<file path="src/shared/usrx_defines.svh">
// Purpose: constants for the serial receive block
// Assumes: included by bare name
// Notes:   offsets are register indexes, byte address is index times four
`ifndef USRX_DEFINES_SVH
`define USRX_DEFINES_SVH
`define USRX_IDX_RCV_STAT   5'h13
`define USRX_IDX_RCV_DATA   5'h14
`define USRX_IDX_XMT_STAT   5'h15
`define USRX_IDX_INT_FLAGS  5'h16
`define USRX_IDX_BAUD_DIV   5'h17
`define USRX_IDX_INT_ENAB   5'h18
`define USRX_BIT_SERIAL_PORT_ENABLE       7
`define USRX_BIT_NINE       6
`define USRX_BIT_SINGLE_RECEIVE_ENABLE       5
`define USRX_BIT_CONTINUOUS_RECEIVE_ENABLE       4
`define USRX_BIT_FRAMING_ERROR_FLAG       2
`define USRX_BIT_OVERRUN_ERROR_FLAG       1
`define USRX_BIT_D9         0
`define USRX_BIT_CLOCK_SOURCE_MASTER       7
`define USRX_BIT_SYNC       4
`define USRX_BIT_TRMT       1
`define USRX_BIT_RECEIVE_COMPLETE_FLAG       0
`define USRX_BIT_TRANSMIT_EMPTY_FLAG       1
`define USRX_BIT_RECEIVE_INTERRUPT_ENABLE       0
`define USRX_INT_FLAGS_RST  8'h02
`define USRX_XMT_STAT_RST   8'h02
`define USRX_OVS_MID        4'h7
`define USRX_OVS_LAST       4'hF
`define USRX_DATA_LAST8     4'h7
`define USRX_DATA_LAST9     4'h8
`endif

</file>
<file path="src/shared/usrx_pkg.sv">
// Purpose: types for the serial receive block
// Assumes: nothing
// Notes:   states gray coded along the async frame path
package usrx_pkg;
   typedef enum logic [2:0] {
      USRX_IDLE  = 3'h0,
      USRX_START = 3'h1,
      USRX_DATA  = 3'h3,
      USRX_STOP  = 3'h2,
      USRX_DONE  = 3'h6
   } usrx_state_e;
   typedef logic [9:0] usrx_word_t; // {framing, ninth, data[7:0]}
endpackage : usrx_pkg

</file>
<file path="src/verilog/usrx_receiver.sv">
// Purpose: serial port receive path, async and synchronous master, avalon-mm slave
// Assumes: pin inputs synchronous to i_clk; 50 MHz clock
// Notes:   two deep receive fifo carries ninth bit and framing flag
// Behaviour
// (RULE1) synchronous mode starts receiving when single or continuous enable set
// (RULE2) synchronous master samples data pin at falling serial clock edge
// (RULE3) single enable receives exactly one word then stops
// (RULE4) continuous enable keeps receiving until software clears it
// (RULE5) both enables set behaves as continuous reception
// (RULE6) finished word moves from shift register into fifo if room
// (RULE7) word moved into fifo sets receive complete flag
// (RULE8) interrupt request only while receive interrupt enable set
// (RULE9) complete flag read only; cleared when fifo emptied by reads
// (RULE10) receive data is two entry fifo; third word may shift meanwhile
// (RULE11) fifo full at last bit sets overrun and drops word
// (RULE12) overrun set blocks every move into fifo
// (RULE13) clearing continuous enable clears overrun flag
// (RULE14) ninth bit and framing flag queued per word; data read advances
// (RULE15) clearing both enables or port enable resets receive logic
// (RULE16) software selects async by clearing mode bit, sets port enable
// (RULE17) async receiver accepts characters only after continuous enable set
// (RULE18) nine bit enable captures ninth bit into status field
// (RULE19) software sets mode, port enable, clock source for sync master
// (RULE20) framing error reported per word in status bit
// (RULE21) bit rate comes from baud divisor register
// (RULE22) receive status bit 3 always reads zero
// (RULE23) async: start detect, lsb first 8 or 9 bits, low stop flags
// (RULE24) sync master drives clock from divisor, stops after single word
//
// The Avalon-MM register port is this design's own decision.
`timescale 1ns/1ps
`include "usrx_defines.svh"
module usrx_receiver
(
   input  wire logic               i_clk,
   input  wire logic               i_resetn,
   input  wire logic [6:0]         i_avs_address,
   input  wire logic               i_avs_read,
   input  wire logic               i_avs_write,
   input  wire logic [31:0]        i_avs_writedata,
   input  wire logic [3:0]         i_avs_byteenable,
   output logic      [31:0]        o_avs_readdata,
   output logic                    o_avs_waitrequest,
   output logic      [1:0]         o_avs_response,
   input  wire logic               i_rx_pin,
   output logic                    o_rx_pin_out,
   output logic                    o_rx_pin_oen,
   output logic                    o_sclk,
   output logic                    o_sclk_oen,
   output logic                    o_irq
);
   import usrx_pkg::*;

   typedef struct packed {
      logic [7:0]  rcv_ctl;     // serial_port_enable, nine, single_receive_enable, continuous_receive_enable
      logic        overrun_error_flag;
      logic        clock_source_master;
      logic        sync;
      logic [7:0]  baud;
      logic        receive_interrupt_enable;
      usrx_word_t  fifo0;
      usrx_word_t  fifo1;
      logic [1:0]  count;
      usrx_state_e st;
      logic [7:0]  brg;
      logic [3:0]  ovs;
      logic [3:0]  bitn;
      logic [8:0]  shift;
      logic        sclk;
      logic        ack;
      logic [31:0] rdata;
      logic [1:0]  resp;
      logic        irq;
   } usrx_regs_s;

   usrx_regs_s r_q;
   usrx_regs_s r_d;

   // one sixteenth bit period tick or half period in sync mode
   function automatic logic brg_tick(input logic [7:0] cnt);
      brg_tick = (cnt == 8'h00);
   endfunction : brg_tick

   logic       serial_port_enable;
   logic       single_receive_enable;
   logic       continuous_receive_enable;
   logic       nine;
   logic       tick;
   logic       active;
   logic [3:0] last_bit;
   logic       word_end;
   logic       word_framing_error_flag;
   logic       access;
   logic       do_read;
   logic       do_write;
   logic [4:0] idx;
   logic       map_hit;
   logic [7:0] rd_byte;

   assign serial_port_enable     = r_q.rcv_ctl[`USRX_BIT_SERIAL_PORT_ENABLE];
   assign single_receive_enable     = r_q.rcv_ctl[`USRX_BIT_SINGLE_RECEIVE_ENABLE];
   assign continuous_receive_enable     = r_q.rcv_ctl[`USRX_BIT_CONTINUOUS_RECEIVE_ENABLE];
   assign nine     = r_q.rcv_ctl[`USRX_BIT_NINE];
   assign tick     = brg_tick(r_q.brg);
   assign last_bit = nine ? `USRX_DATA_LAST9 : `USRX_DATA_LAST8;
   // async waits for continuous enable, sync for either enable
   assign active   = serial_port_enable && (r_q.sync ? (single_receive_enable || continuous_receive_enable) : continuous_receive_enable); // [RULE1] [RULE17] [RULE15]
   assign access   = (i_avs_read || i_avs_write) && !r_q.ack;
   assign idx      = i_avs_address[6:2];
   assign map_hit  = (i_avs_address[1:0] == 2'h0) && (idx >= `USRX_IDX_RCV_STAT) && (idx <= `USRX_IDX_INT_ENAB);
   assign do_read  = access && i_avs_read && map_hit;
   assign do_write = access && i_avs_write && map_hit && i_avs_byteenable[0];

   // register read mux
   always_comb
   begin
      rd_byte = 8'h00;
      case (idx)
         `USRX_IDX_RCV_STAT:
         begin
            rd_byte = {r_q.rcv_ctl[7:4], 1'b0, r_q.fifo0[9], r_q.overrun_error_flag, r_q.fifo0[8]}; // [RULE22] [RULE14] [RULE20]
         end
         `USRX_IDX_RCV_DATA:  rd_byte = r_q.fifo0[7:0];
         `USRX_IDX_XMT_STAT:
         begin
            rd_byte = `USRX_XMT_STAT_RST;
            rd_byte[`USRX_BIT_CLOCK_SOURCE_MASTER] = r_q.clock_source_master;
            rd_byte[`USRX_BIT_SYNC] = r_q.sync;
         end
         `USRX_IDX_INT_FLAGS:
         begin
            rd_byte = `USRX_INT_FLAGS_RST;                                // transmit empty always set
            rd_byte[`USRX_BIT_RECEIVE_COMPLETE_FLAG] = (r_q.count != 2'h0);               // [RULE7] [RULE9]
         end
         `USRX_IDX_BAUD_DIV:  rd_byte = r_q.baud;
         `USRX_IDX_INT_ENAB:  rd_byte = {7'h00, r_q.receive_interrupt_enable};
         default:             rd_byte = 8'h00;
      endcase
   end

   // frame end detection
   always_comb
   begin
      word_end  = 1'b0;
      word_framing_error_flag = 1'b0;
      if (r_q.sync)
      begin
         // sample on falling edge of driven clock, last data bit ends word
         word_end = active && tick && r_q.sclk && (r_q.st == USRX_DATA) && (r_q.bitn == last_bit); // [RULE2]
      end
      else if (active && tick && (r_q.st == USRX_STOP) && (r_q.ovs == `USRX_OVS_MID))
      begin
         word_end  = 1'b1;
         word_framing_error_flag = !i_rx_pin;                                          // [RULE23] [RULE20]
      end
   end

   // next state of all registers
   always_comb
   begin
      logic [8:0] w;
      w        = 9'h000;
      r_d      = r_q;
      r_d.ack  = 1'b0;
      r_d.irq  = r_q.receive_interrupt_enable && (r_q.count != 2'h0);                        // [RULE8]

      // bus access answered one cycle after it is seen
      if (access)
      begin
         r_d.ack   = 1'b1;
         r_d.resp  = map_hit ? 2'h0 : 2'h2;
         r_d.rdata = i_avs_read ? {24'h000000, rd_byte} : 32'h00000000;
      end
      if (do_write)
      begin
         case (idx)
            `USRX_IDX_RCV_STAT: r_d.rcv_ctl = {i_avs_writedata[7:4], 4'h0};
            `USRX_IDX_XMT_STAT:
            begin
               r_d.clock_source_master = i_avs_writedata[`USRX_BIT_CLOCK_SOURCE_MASTER];               // [RULE19]
               r_d.sync = i_avs_writedata[`USRX_BIT_SYNC];               // [RULE16]
            end
            `USRX_IDX_BAUD_DIV: r_d.baud = i_avs_writedata[7:0];         // [RULE21]
            `USRX_IDX_INT_ENAB: r_d.receive_interrupt_enable = i_avs_writedata[`USRX_BIT_RECEIVE_INTERRUPT_ENABLE];
            default:            r_d.baud = r_q.baud;
         endcase
      end

      // data read pops the fifo and brings next word's status
      if (do_read && (idx == `USRX_IDX_RCV_DATA) && (r_q.count != 2'h0))
      begin
         r_d.fifo0 = r_q.fifo1;                                          // [RULE14] [RULE10]
         r_d.count = r_q.count - 2'h1;                                   // [RULE9]
      end

      // baud generator reload
      r_d.brg = tick ? r_q.baud : r_q.brg - 8'h01;                       // [RULE21]

      // receive engine
      if (!active)
      begin
         r_d.st    = USRX_IDLE;                                          // [RULE15]
         r_d.sclk  = 1'b0;
         r_d.ovs   = 4'h0;
         r_d.bitn  = 4'h0;
         r_d.brg   = r_q.baud;
      end
      else if (tick)
      begin
         if (r_q.sync)
         begin
            case (r_q.st)
               USRX_IDLE:
               begin
                  r_d.st   = USRX_DATA;
                  r_d.bitn = 4'h0;
                  r_d.sclk = 1'b0;
               end
               USRX_DATA:
               begin
                  r_d.sclk = !r_q.sclk;                                  // [RULE24]
                  if (r_q.sclk)
                  begin
                     r_d.shift = {i_rx_pin, r_q.shift[8:1]};             // [RULE2]
                     r_d.bitn  = r_q.bitn + 4'h1;
                     if (r_q.bitn == last_bit)
                     begin
                        // continuous goes on, single word stops
                        r_d.st   = continuous_receive_enable ? USRX_DATA : USRX_DONE;         // [RULE3] [RULE4] [RULE5]
                        r_d.bitn = 4'h0;
                     end
                  end
               end
               USRX_DONE:
               begin
                  r_d.sclk = 1'b0;                                       // [RULE24]
                  if (continuous_receive_enable)
                  begin
                     r_d.st = USRX_DATA;
                  end
               end
               default: r_d.st = USRX_IDLE;
            endcase
         end
         else
         begin
            r_d.ovs = r_q.ovs + 4'h1;
            case (r_q.st)
               USRX_IDLE:
               begin
                  r_d.ovs = 4'h0;
                  if (!i_rx_pin)
                  begin
                     r_d.st = USRX_START;                                // [RULE23]
                  end
               end
               USRX_START:
               begin
                  if (r_q.ovs == `USRX_OVS_MID)
                  begin
                     r_d.st = i_rx_pin ? USRX_IDLE : USRX_START;         // glitch rejection
                  end
                  if (r_q.ovs == `USRX_OVS_LAST)
                  begin
                     r_d.st   = USRX_DATA;
                     r_d.bitn = 4'h0;
                  end
               end
               USRX_DATA:
               begin
                  if (r_q.ovs == `USRX_OVS_MID)
                  begin
                     r_d.shift = {i_rx_pin, r_q.shift[8:1]};             // [RULE23]
                  end
                  if (r_q.ovs == `USRX_OVS_LAST)
                  begin
                     r_d.bitn = r_q.bitn + 4'h1;
                     if (r_q.bitn == last_bit)
                     begin
                        r_d.st = USRX_STOP;
                     end
                  end
               end
               USRX_STOP:
               begin
                  if (r_q.ovs == `USRX_OVS_MID)
                  begin
                     r_d.st = USRX_IDLE;                                 // [RULE4] continuous by continuous_receive_enable
                  end
               end
               default: r_d.st = USRX_IDLE;
            endcase
         end
      end

      // word transfer into fifo, or overrun
      if (word_end)
      begin
         if (r_q.sync)
         begin
            w = {i_rx_pin, r_q.shift[8:1]};
         end
         else
         begin
            w = r_q.shift;
         end
         if (!nine)
         begin
            w = {1'b0, w[8:1]};                                          // 8 bit word is left aligned
         end
         if (r_q.overrun_error_flag)
         begin
            r_d.count = r_d.count;                                       // [RULE12]
         end
         else if (r_d.count == 2'h2)
         begin
            r_d.overrun_error_flag = 1'b1;                                             // [RULE11]
         end
         else if (r_d.count == 2'h1)
         begin
            r_d.fifo1 = {word_framing_error_flag, nine & w[8], w[7:0]};               // [RULE6] [RULE18]
            r_d.count = 2'h2;
         end
         else
         begin
            r_d.fifo0 = {word_framing_error_flag, nine & w[8], w[7:0]};               // [RULE6] [RULE10]
            r_d.count = 2'h1;                                            // [RULE7]
         end
      end

      // overrun clears with continuous enable or port enable low
      if (!r_q.rcv_ctl[`USRX_BIT_CONTINUOUS_RECEIVE_ENABLE] || !serial_port_enable)
      begin
         r_d.overrun_error_flag = 1'b0;                                                // [RULE13]
      end
   end

   // state register
   always_ff @(posedge i_clk or negedge i_resetn)
   begin
      if (!i_resetn)
      begin
         r_q <= '{rcv_ctl: 8'h00, overrun_error_flag: 1'b0, clock_source_master: 1'b0, sync: 1'b0, baud: 8'h00, receive_interrupt_enable: 1'b0,
                  fifo0: 10'h000, fifo1: 10'h000, count: 2'h0, st: USRX_IDLE, brg: 8'h00,
                  ovs: 4'h0, bitn: 4'h0, shift: 9'h000, sclk: 1'b0, ack: 1'b0,
                  rdata: 32'h00000000, resp: 2'h0, irq: 1'b0};
      end
      else
      begin
         r_q <= r_d;
      end
   end

   // outputs from flip-flops, o_sclk_oen gated from three of them, data pin outputs constant
   assign o_avs_readdata    = r_q.rdata;
   assign o_avs_waitrequest = !r_q.ack;
   assign o_avs_response    = r_q.resp;
   assign o_rx_pin_out      = 1'b0;
   assign o_rx_pin_oen      = 1'b1;                                      // pin only received here
   assign o_sclk            = r_q.sclk;
   assign o_sclk_oen        = !(r_q.sync && r_q.clock_source_master && serial_port_enable);           // [RULE19]
   assign o_irq             = r_q.irq;                                   // [RULE8]
endmodule : usrx_receiver

</file>
<file path="config.mk">
export PLATFORM = sky130hd
export DESIGN_NAME = usrx_receiver
export DESIGN_NICKNAME = d
export VERILOG_FILES = /design/src/shared/usrx_pkg.sv /design/src/verilog/usrx_receiver.sv
export VERILOG_INCLUDE_DIRS = /design/src /design/src/shared
export SDC_FILE = /design/constraint.sdc
export NUM_CORES = 1
export LEC_CHECK = 0
export BUFFER_PORTS_ARGS = -buffer_cell sky130_fd_sc_hd__buf_2
export CAP_MARGIN = 20
export CORE_MARGIN = 2
export CORE_UTILIZATION = 35
export DETAILED_ROUTE_END_ITERATION = 16
export GPL_ROUTABILITY_DRIVEN = 0
export SYNTH_ARGS = -nofsm -noshare
export SYNTH_HDL_FRONTEND = slang
export SYNTH_SLANG_ARGS = --single-unit
</file>
<file path="constraint.sdc">
create_clock -name i_clk -period 3.3 [get_ports i_clk]
set_clock_uncertainty 0.15 [all_clocks]
set_input_delay 0.165 -clock i_clk [delete_from_list [all_inputs] [get_ports i_clk]]
set_output_delay 0.165 -clock i_clk [all_outputs]
set_load 0.02 [all_outputs]
</file>
==> metrics.md, run 1 <==
| Metric | Value |
|---|---|
| Max Cap Viol | 0 |
| Die Ht | 117 um |
| Post-Synthesis Cells | roughly 460 |
| Post-synth ARST share | 1.00 |
| Power per cell area | about 420 nW/um^2 |
| Sw frac | 0.238 |
| PortBufs | 33 |
| Drt initial violations | ~210 |
| RSZ-0062 raised after global routing | no |
| Post-CTS Setup Bufs | 0 |
| Final WL | between 9 and 10 mm |
| Total grt overflow | 0 |
| Slowest CP cell | or4_4 |
| Final slew viol count | 0 |
| Psw | around 500 uW |
| Post-DR wirelength/cell | 14.1 um |
| Top cell type's share of synthesized area | 0.434 |
| Number of flops mapped to enable cells by yosys | 0 |
| Reg clk slew, reported paths | 70 ps |
| Largest net degree at the start of global routing | between 70 and 80 |
| Initial DRT Pass Iterations | 5 |
| Bufs on Longest Clock Path | 2 |
| Flops & latches, synth | just under 80 |
| Worst Setup End Kind | register |
| Initial antenna violation count | 0 |
| Ports | 88 |
| Int Power | between 1500 and 2000 uW |
| Avg Cell Area, Syn | approximately 9.7 um^2 |
| Die Area | approximately 14000 um^2 |
| Cts repair resizes | 0 |
| Final net count | around 550 |
| Total GRT Usage | 0.144 |
| Core area | ~13000 um^2 |
| CTS sink count | between 70 and 80 |
| Cts bufs inserted | 9 |
| Worst VDD drop | about 0.00022 V |
| CP max stage delay | 570 ps |
| Die Wd | 117 um |
| Rows | a little over 40 |
| # H-tree levels | 3 |
| Max_slew headroom | 0.301 |
| Final period util | 0.815 |
| Ys Warns | 0 |
| Layout cells sized above 1 | 0.217 |
| CTS tree | done |
| Layout overhead on the synthesized area | 13.1% |
| Final core utilization | 0.405 |
| DR DRC count | 0 |
| First-pass GRT wire length | between 15 and 20 mm |
| Hold buffer count at cts | 9 |
| Most common cell in the netlist | dfrtp_1 |
| FMAX | 372 MHz |
| CP Class | register to register |
| Hold WC Path Type | primary input to register |
| Mapped Area | between 4000 and 5000 um^2 |
| CP Max Fanout | 9 |
| CP Launch Type | register |
| Clk Latency, worst-skew pair | around 330 ps |
| Hold violation total from the final report | 0 |
| Detail Route Antenna Nets | 0 |
| Status | completed |
| Via-to-Cell Ratio | 4.94 |
| Initial Utilization | 0.358 |
| Final worst slack | ~610 ps |
| Final setup vio count | 0 |
| Area leader, netlist | dfrtp_1 |
| CTS Root Buffer Type | clkbuf_16 |
| WP data required | between 3000 and 4000 ps |
| Critical path arrival | between 2000 and 3000 ps |
| Sequential cell area fraction in the yosys report | 0.434 |
| Gate power share | 0.066 |
| Dpl ws | 514 ps |
| Ant. Diodes | 0 |
| Leakage power | roughly 0.0024 uW |
| Final min period | 2690 ps |
| Vias in the first global route | between 3000 and 4000 |
| Main synth FF type | dfrtp_1 |
| Sequential share of power | 0.458 |
| Most instantiated cells after synthesis | dfrtp_1, nand2_1, o21ai_0 |
| Netlist cell types | around 60 |
| Crit-path cells | or4_4 -> nor4b_2 -> nand2_2 -> a211oi_4 -> mux2_2 |
| Routed via count | roughly 3300 |
| Clock power share | 0.476 |
| Synth top area cells | dfrtp_1, mux2_2, buf_4 |
| Setup TNS | 0 ps |
| Pin slew with the least headroom to its limit | roughly 1000 ps |
| Final HPWL DP | slightly below 7 mm |
==> state kept, by name, indices dropped and copies added (netlist names) <==
register / flops
o_avs_response: 1
continuous_receive_enable: 1
r_q: 65
o_irq: 1
o_sclk: 1
nine: 1
o_avs_readdata: 8
==> per-stage QoR <==
stage / instance area, um^2 / power (uW) / hold WS, ps / instances
after floorplan: 4600 / 1100 / -281 / 489
after global placement: 4700 / 1120 / 234 / 649
after detailed placement: 4700 / 1120 / 246 / 649
after CTS: 5090 / 2150 / 49.8 / 674
after global routing: 5090 / 2210 / 59.2 / 674
final: 5090 / 2120 / 63.1 / 674
==> cell type report <==
cell class	instances	area [um^2]
Fill cell	1254	7470
Multi-Input combinational cell	344	2250
Sequential cell	78	1950
Timing Repair Buffer	50	318
Clock buffer	10	239
Tap cell	172	215
Clock inverter	6	67.6
Inverter	14	52.6
==> power by group through the flow <==
stage	registers [uW]	clock network [uW]	logic, uW
2_1_floorplan	987	0	110
5_1_grt	971	1090	156
4_1_cts	970	1030	141
6_report	971	1010	140
3_3_place_gp	988	0	130
3_5_place_dp	988	0	132
==> cells by family (layout without fill, tap and decap cells) <==
family,count (synthesis),after routing,synth area share
AND/OR/NAND/NOR,161,161,0.178
AO/OA/AOI/OAI,86,86,0.121
flip-flops,78,78,0.434
buffers and inverters,67,80,0.0889
multiplexers,54,54,0.139
adder cells (fa/ha/maj),8,8,0.0222
XOR/XNOR,8,8,0.0156
other,2,27,0.00167
==> worst max-delay path: cells and delay by family, from the launching register on <==
family | cells | cell delay, ps
flip-flops | 1 | 440
multiplexers | 1 | 400
AND/OR/NAND/NOR | 3 | 1070
AO/OA/AOI/OAI | 1 | 500
==> cells in the final DEF, fill, tap and decap left out, types with 7 or more instances in the layout <==
cell / instances
dfrtp_1: 78
nand2_1: 54
o21ai_0: 49
nor2_1: 36
mux2_2: 32
buf_2: 32
conb_1: 27
nand3_1: 16
inv_1: 14
mux2i_1: 13
mux2_4: 9
clkbuf_16: 9
dlygate4sd3_1: 9
buf_4: 9
a21oi_1: 8
nor3_1: 8
ha_1: 8
nand2b_1: 7
nor2b_1: 7
==> path summary, 6_finish.rpt <==
| path | start | to | slack, ps | cells after the start |
|---|---|---|---|---|
| worst max-delay path | r_q[57] | r_q[43] | 610 | 5 |
| worst min register to register | o_avs_readdata[7] | o_avs_readdata[7] | 330 | 2 |
| worst min-delay path | i_rx_pin | r_q[45] | 60 | 2 |
| min in group asynchronous | i_resetn | r_q[39] | 370 | 2 |
| max in group asynchronous | i_resetn | r_q[47] | 1980 | 2 |
| worst max register to register | r_q[57] | r_q[43] | 610 | 5 |
==> routing by layer <==
layer	vias to the layer above	share of wire	track usage
li1	1648	-	-
met4	0	0.031	0.0708
met5	-	0	0
met3	21	0.053	0.0345
met1	1546	0.48	0.193
met2	115	0.43	0.217
Note: power is estimated with default switching activity, not from simulation.
==> run 2, diff against run 1 <==
--- a/config.mk
+++ b/config.mk
@@ -6,6 +6,7 @@
 export SDC_FILE = /design/constraint.sdc
 export NUM_CORES = 1
 export LEC_CHECK = 0
+export ABC_AREA = 1
 export BUFFER_PORTS_ARGS = -buffer_cell sky130_fd_sc_hd__buf_2
 export CAP_MARGIN = 20
 export CORE_MARGIN = 2
==> constraint.sdc (replaced) <==
create_clock -name i_clk -period 2.5 [get_ports i_clk]
set_clock_uncertainty 0.15 [all_clocks]
set_input_delay 0.125 -clock i_clk [delete_from_list [all_inputs] [get_ports i_clk]]
set_output_delay 0.125 -clock i_clk [all_outputs]
set_load 0.02 [all_outputs]
==> run 2 against run 1 <==
Sequential power up 32%. Sequential cell count is the same. Via count increased by 19%. Power grew 34%. Non-clock buffer count is 11 higher. Design area grew 9.5%. Die area up 7.5%. Worst setup slack worse by 470 ps. Largest power group unchanged. Critical path depth grew 7. Highest routed layer unchanged.
==> metrics.md, run 2 <==
| Metric | Value |
|---|---|
| Int Power | 2130 uW (+32%) |
| Die Wd | 122 um (+3.7%) |
| Vias in the first global route | 3748 (+18%) |
| First-pass GRT wire length | 17.7 mm (+11%) |
| Fin cells | 876 (+30%) |
| Leakage power | 0.00298 uW (+25%) |
| Sequential cell area fraction in the yosys report | 0.402 (-0.0313) |
| Most instantiated cells after synthesis | nand2_1, dfrtp_1, inv_1 |
| Final net count | 747 (+35%) |
| Initial Utilization | 0.354 (-0.00452) |
| CP Class | register to register |
| Most common cell after layout, fill and taps aside | nand2_1 |
| Final setup vio count | 0 (unchanged) |
| Layout cells sized above 1 | 0.167 (-0.0505) |
| DR DRC count | 0 (unchanged) |
| Hold_ws | 47.1 ps (-16.0 ps) |
| CP Max Fanout | 5 (-4) |
| Power per cell area | 511 nW/um^2 (+23%) |
| Final slew viol count | 0 (unchanged) |
| Worst VDD drop | 0.000286 V (+29%) |
| FMAX | 424 MHz (+14%) |
| Area of the multi-input gates | 2410 um^2 (+7.0%) |
| Netlist cell types | 39 (-36%) |
| Detail Route Antenna Nets | 0 (unchanged) |
| Top cell type's share of synthesized area | 0.402 (-0.0313) |
| Register area | 1950 um^2 (unchanged) |
| Post-DR wirelength/cell | 11.9 um (-15%) |
| Flops & latches, synth | 78 (unchanged) |
| Reg clk slew, reported paths | 60 ps (about the same) |
| Die Area | 14800 um^2 (+7.5%) |
| Post-Place Cells | 847 (+31%) |
| Area leader, netlist | dfrtp_1 |
| Sw frac | 0.252 (+0.0138) |
| Final period util | 0.943 (+0.128) |
| Main synth FF type | dfrtp_1 |
| Clk Latency, worst-skew pair | 330 ps (about the same) |
| Drt initial violations | 285 (+36%) |
| Worst Setup End Kind | register |
| Final WL | 10.5 mm (+10%) |
| Hold violation total from the final report | 0 (unchanged) |
| CTS sink count | 78 (unchanged) |
| Final worst slack | 142 ps (-468 ps) |
| Dpl ws | -6.45 ps (-520 ps) |
| Avg Cell Area, Syn | 7.52 um^2 (-22%) |
| Post-synth ARST share | 1.00 (unchanged) |
| Power, Total | 2850 uW (+34%) |
| Cts bufs inserted | 9 (unchanged) |
| Most common cell in the netlist | nand2_1 |
| RSZ-0062 raised after global routing | yes |
| Routed via count | 3960 (+19%) |
| Biggest register | r_q |
| Commonest non-fill, non-tap cells in the layout | nand2_1, dfrtp_1, inv_1 |
| Via-to-Cell Ratio | 4.52 (-8.5%) |
| PortBufs | 33 (unchanged) |
| Ys Warns | 0 (unchanged) |
| Fill count | 1399 (+12%) |
| Rows | 43 (+4.9%) |
| Total grt overflow | 0 (unchanged) |
| Status | completed |
| Bufs on Longest Clock Path | 2 (unchanged) |
| Setup TNS | 0 ps (unchanged) |
| Ant. Diodes | 0 (unchanged) |
| Critical path arrival | 2430 ps (-320 ps) |
| Largest net degree at the start of global routing | 46 (-42%) |
| Initial antenna violation count | 0 (unchanged) |
| Total GRT Usage | 0.149 (+0.00560) |
| Ports | 88 (unchanged) |
| # H-tree levels | 3 (unchanged) |
| Die Ht | 122 um (+3.7%) |
| Post-Synthesis Cells | 645 (+39%) |
| Layout overhead on the synthesized area | 15.0% |
| WP data required | 2570 ps (-790 ps) |
| CTS Root Buffer Type | clkbuf_16 |
| CP Launch Type | register |
| Sequential share of power | 0.451 (-0.007) |
| Number of flops mapped to enable cells by yosys | 0 (unchanged) |
| Synth top area cells | dfrtp_1, nand2_1, buf_4 |
| Max Cap Viol | 0 (unchanged) |
| Gate power share | 0.079 (+0.013) |
| Largest register FFs | 65 (unchanged) |
| Hold WC Path Type | primary input to register |
| Core area | 13700 um^2 (+9.2%) |
| Initial DRT Pass Iterations | 5 (unchanged) |
| CTS tree | done |
| Mapped Area | 4850 um^2 (+7.8%) |
| Clock power share | 0.470 (-0.006) |
| Final min period | 2360 ps (-332 ps) |
| Psw | 718 uW (+42%) |
| Final HPWL DP | 7.90 mm (+15%) |
-- run 2: cell count changes after synthesis, moves of 9 or more --
cell,delta
mux2_2,-32
nand2_1,+154
clkbuf_1,-10
inv_1,+47
nand3_1,+35
mux2_4,-9
nand4_1,+16
-- run 2: path summary, 6_finish.rpt --
check	from	to	slack, ps	depth (start not counted)
min reg2reg	r_q[54]	r_q[54]	320	1
max in group asynchronous	i_resetn	r_q[87]	1490	3
min in group asynchronous	i_resetn	r_q[50]	130	2
max	r_q[65]	r_q[77]	140	12
min	i_avs_read	r_q[35]	50	4
max reg2reg	r_q[65]	r_q[77]	140	12
-- run 2: metrics by stage --
step	area, um^2	utilization
6_report	5580	0.407
2_1_floorplan	4950	-
5_1_grt	5580	0.407
3_3_place_gp	5100	0.372
4_1_cts	5510	0.401
3_5_place_dp	5100	0.372
-- run 2: cell families after synthesis --
| kind of cell | Yosys count | share of synthesized area |
|---|---|---|
| buffers and inverters | 119 | 0.132 |
| other | 2 | 0.00155 |
| AOI/OAI and AO/OA | 66 | 0.0771 |
| DFF | 78 | 0.402 |
| adders and majority gates | 8 | 0.0206 |
| muxes | 7 | 0.0144 |
| and+or+nand+nor | 356 | 0.336 |
| xor gates and xnor gates | 9 | 0.0162 |
-- run 2: routing by layer --
metal | vias to the layer above | track usage | routed length (um)
li1 | 2096 | - | -
met4 | 0 | 0.0467 | 112
met1 | 1798 | 0.202 | 5160
met5 | - | 0 | 0
met2 | 58 | 0.243 | 4840
met3 | 8 | 0.0267 | 350
-- run 2: what timing repair did --
action,4_1_cts,5_1_grt
gates resized for setup,1,13
gates cloned,0,2
hold buffers,10,0
hold endpoints to repair,50,0
pin swaps,0,5
setup buffers,0,1
setup endpoints to repair,10,20
-- run 2: worst max-delay path, stage by stage (launching register included) --
cell and delay (ps):
dfrtp_1 330, inv_2 50, ha_2 180, or2_1 230
nor2_2 120, nand2_2 120, xor2_2 200, buf_4 150
ha_2 190, nor3_4 230, nand2_2 140, nand2_1 110
nand2_1 50
-- run 2: power groups by stage --
stage	clock network (uW)	logic [uW]	registers, uW
2_1_floorplan	0	158	1310
3_3_place_gp	0	207	1310
3_5_place_dp	0	207	1310
4_1_cts	1370	220	1280
5_1_grt	1430	254	1290
6_report	1340	226	1280
-- run 2: layout make-up --
cell class,instances,area share
clock buffer,9,0.0404
clock inverter,7,0.0144
tap,180,0.0404
sequential,78,0.350
timing repair buffer,61,0.0781
inverter,67,0.0455
multi-input combinational,474,0.431
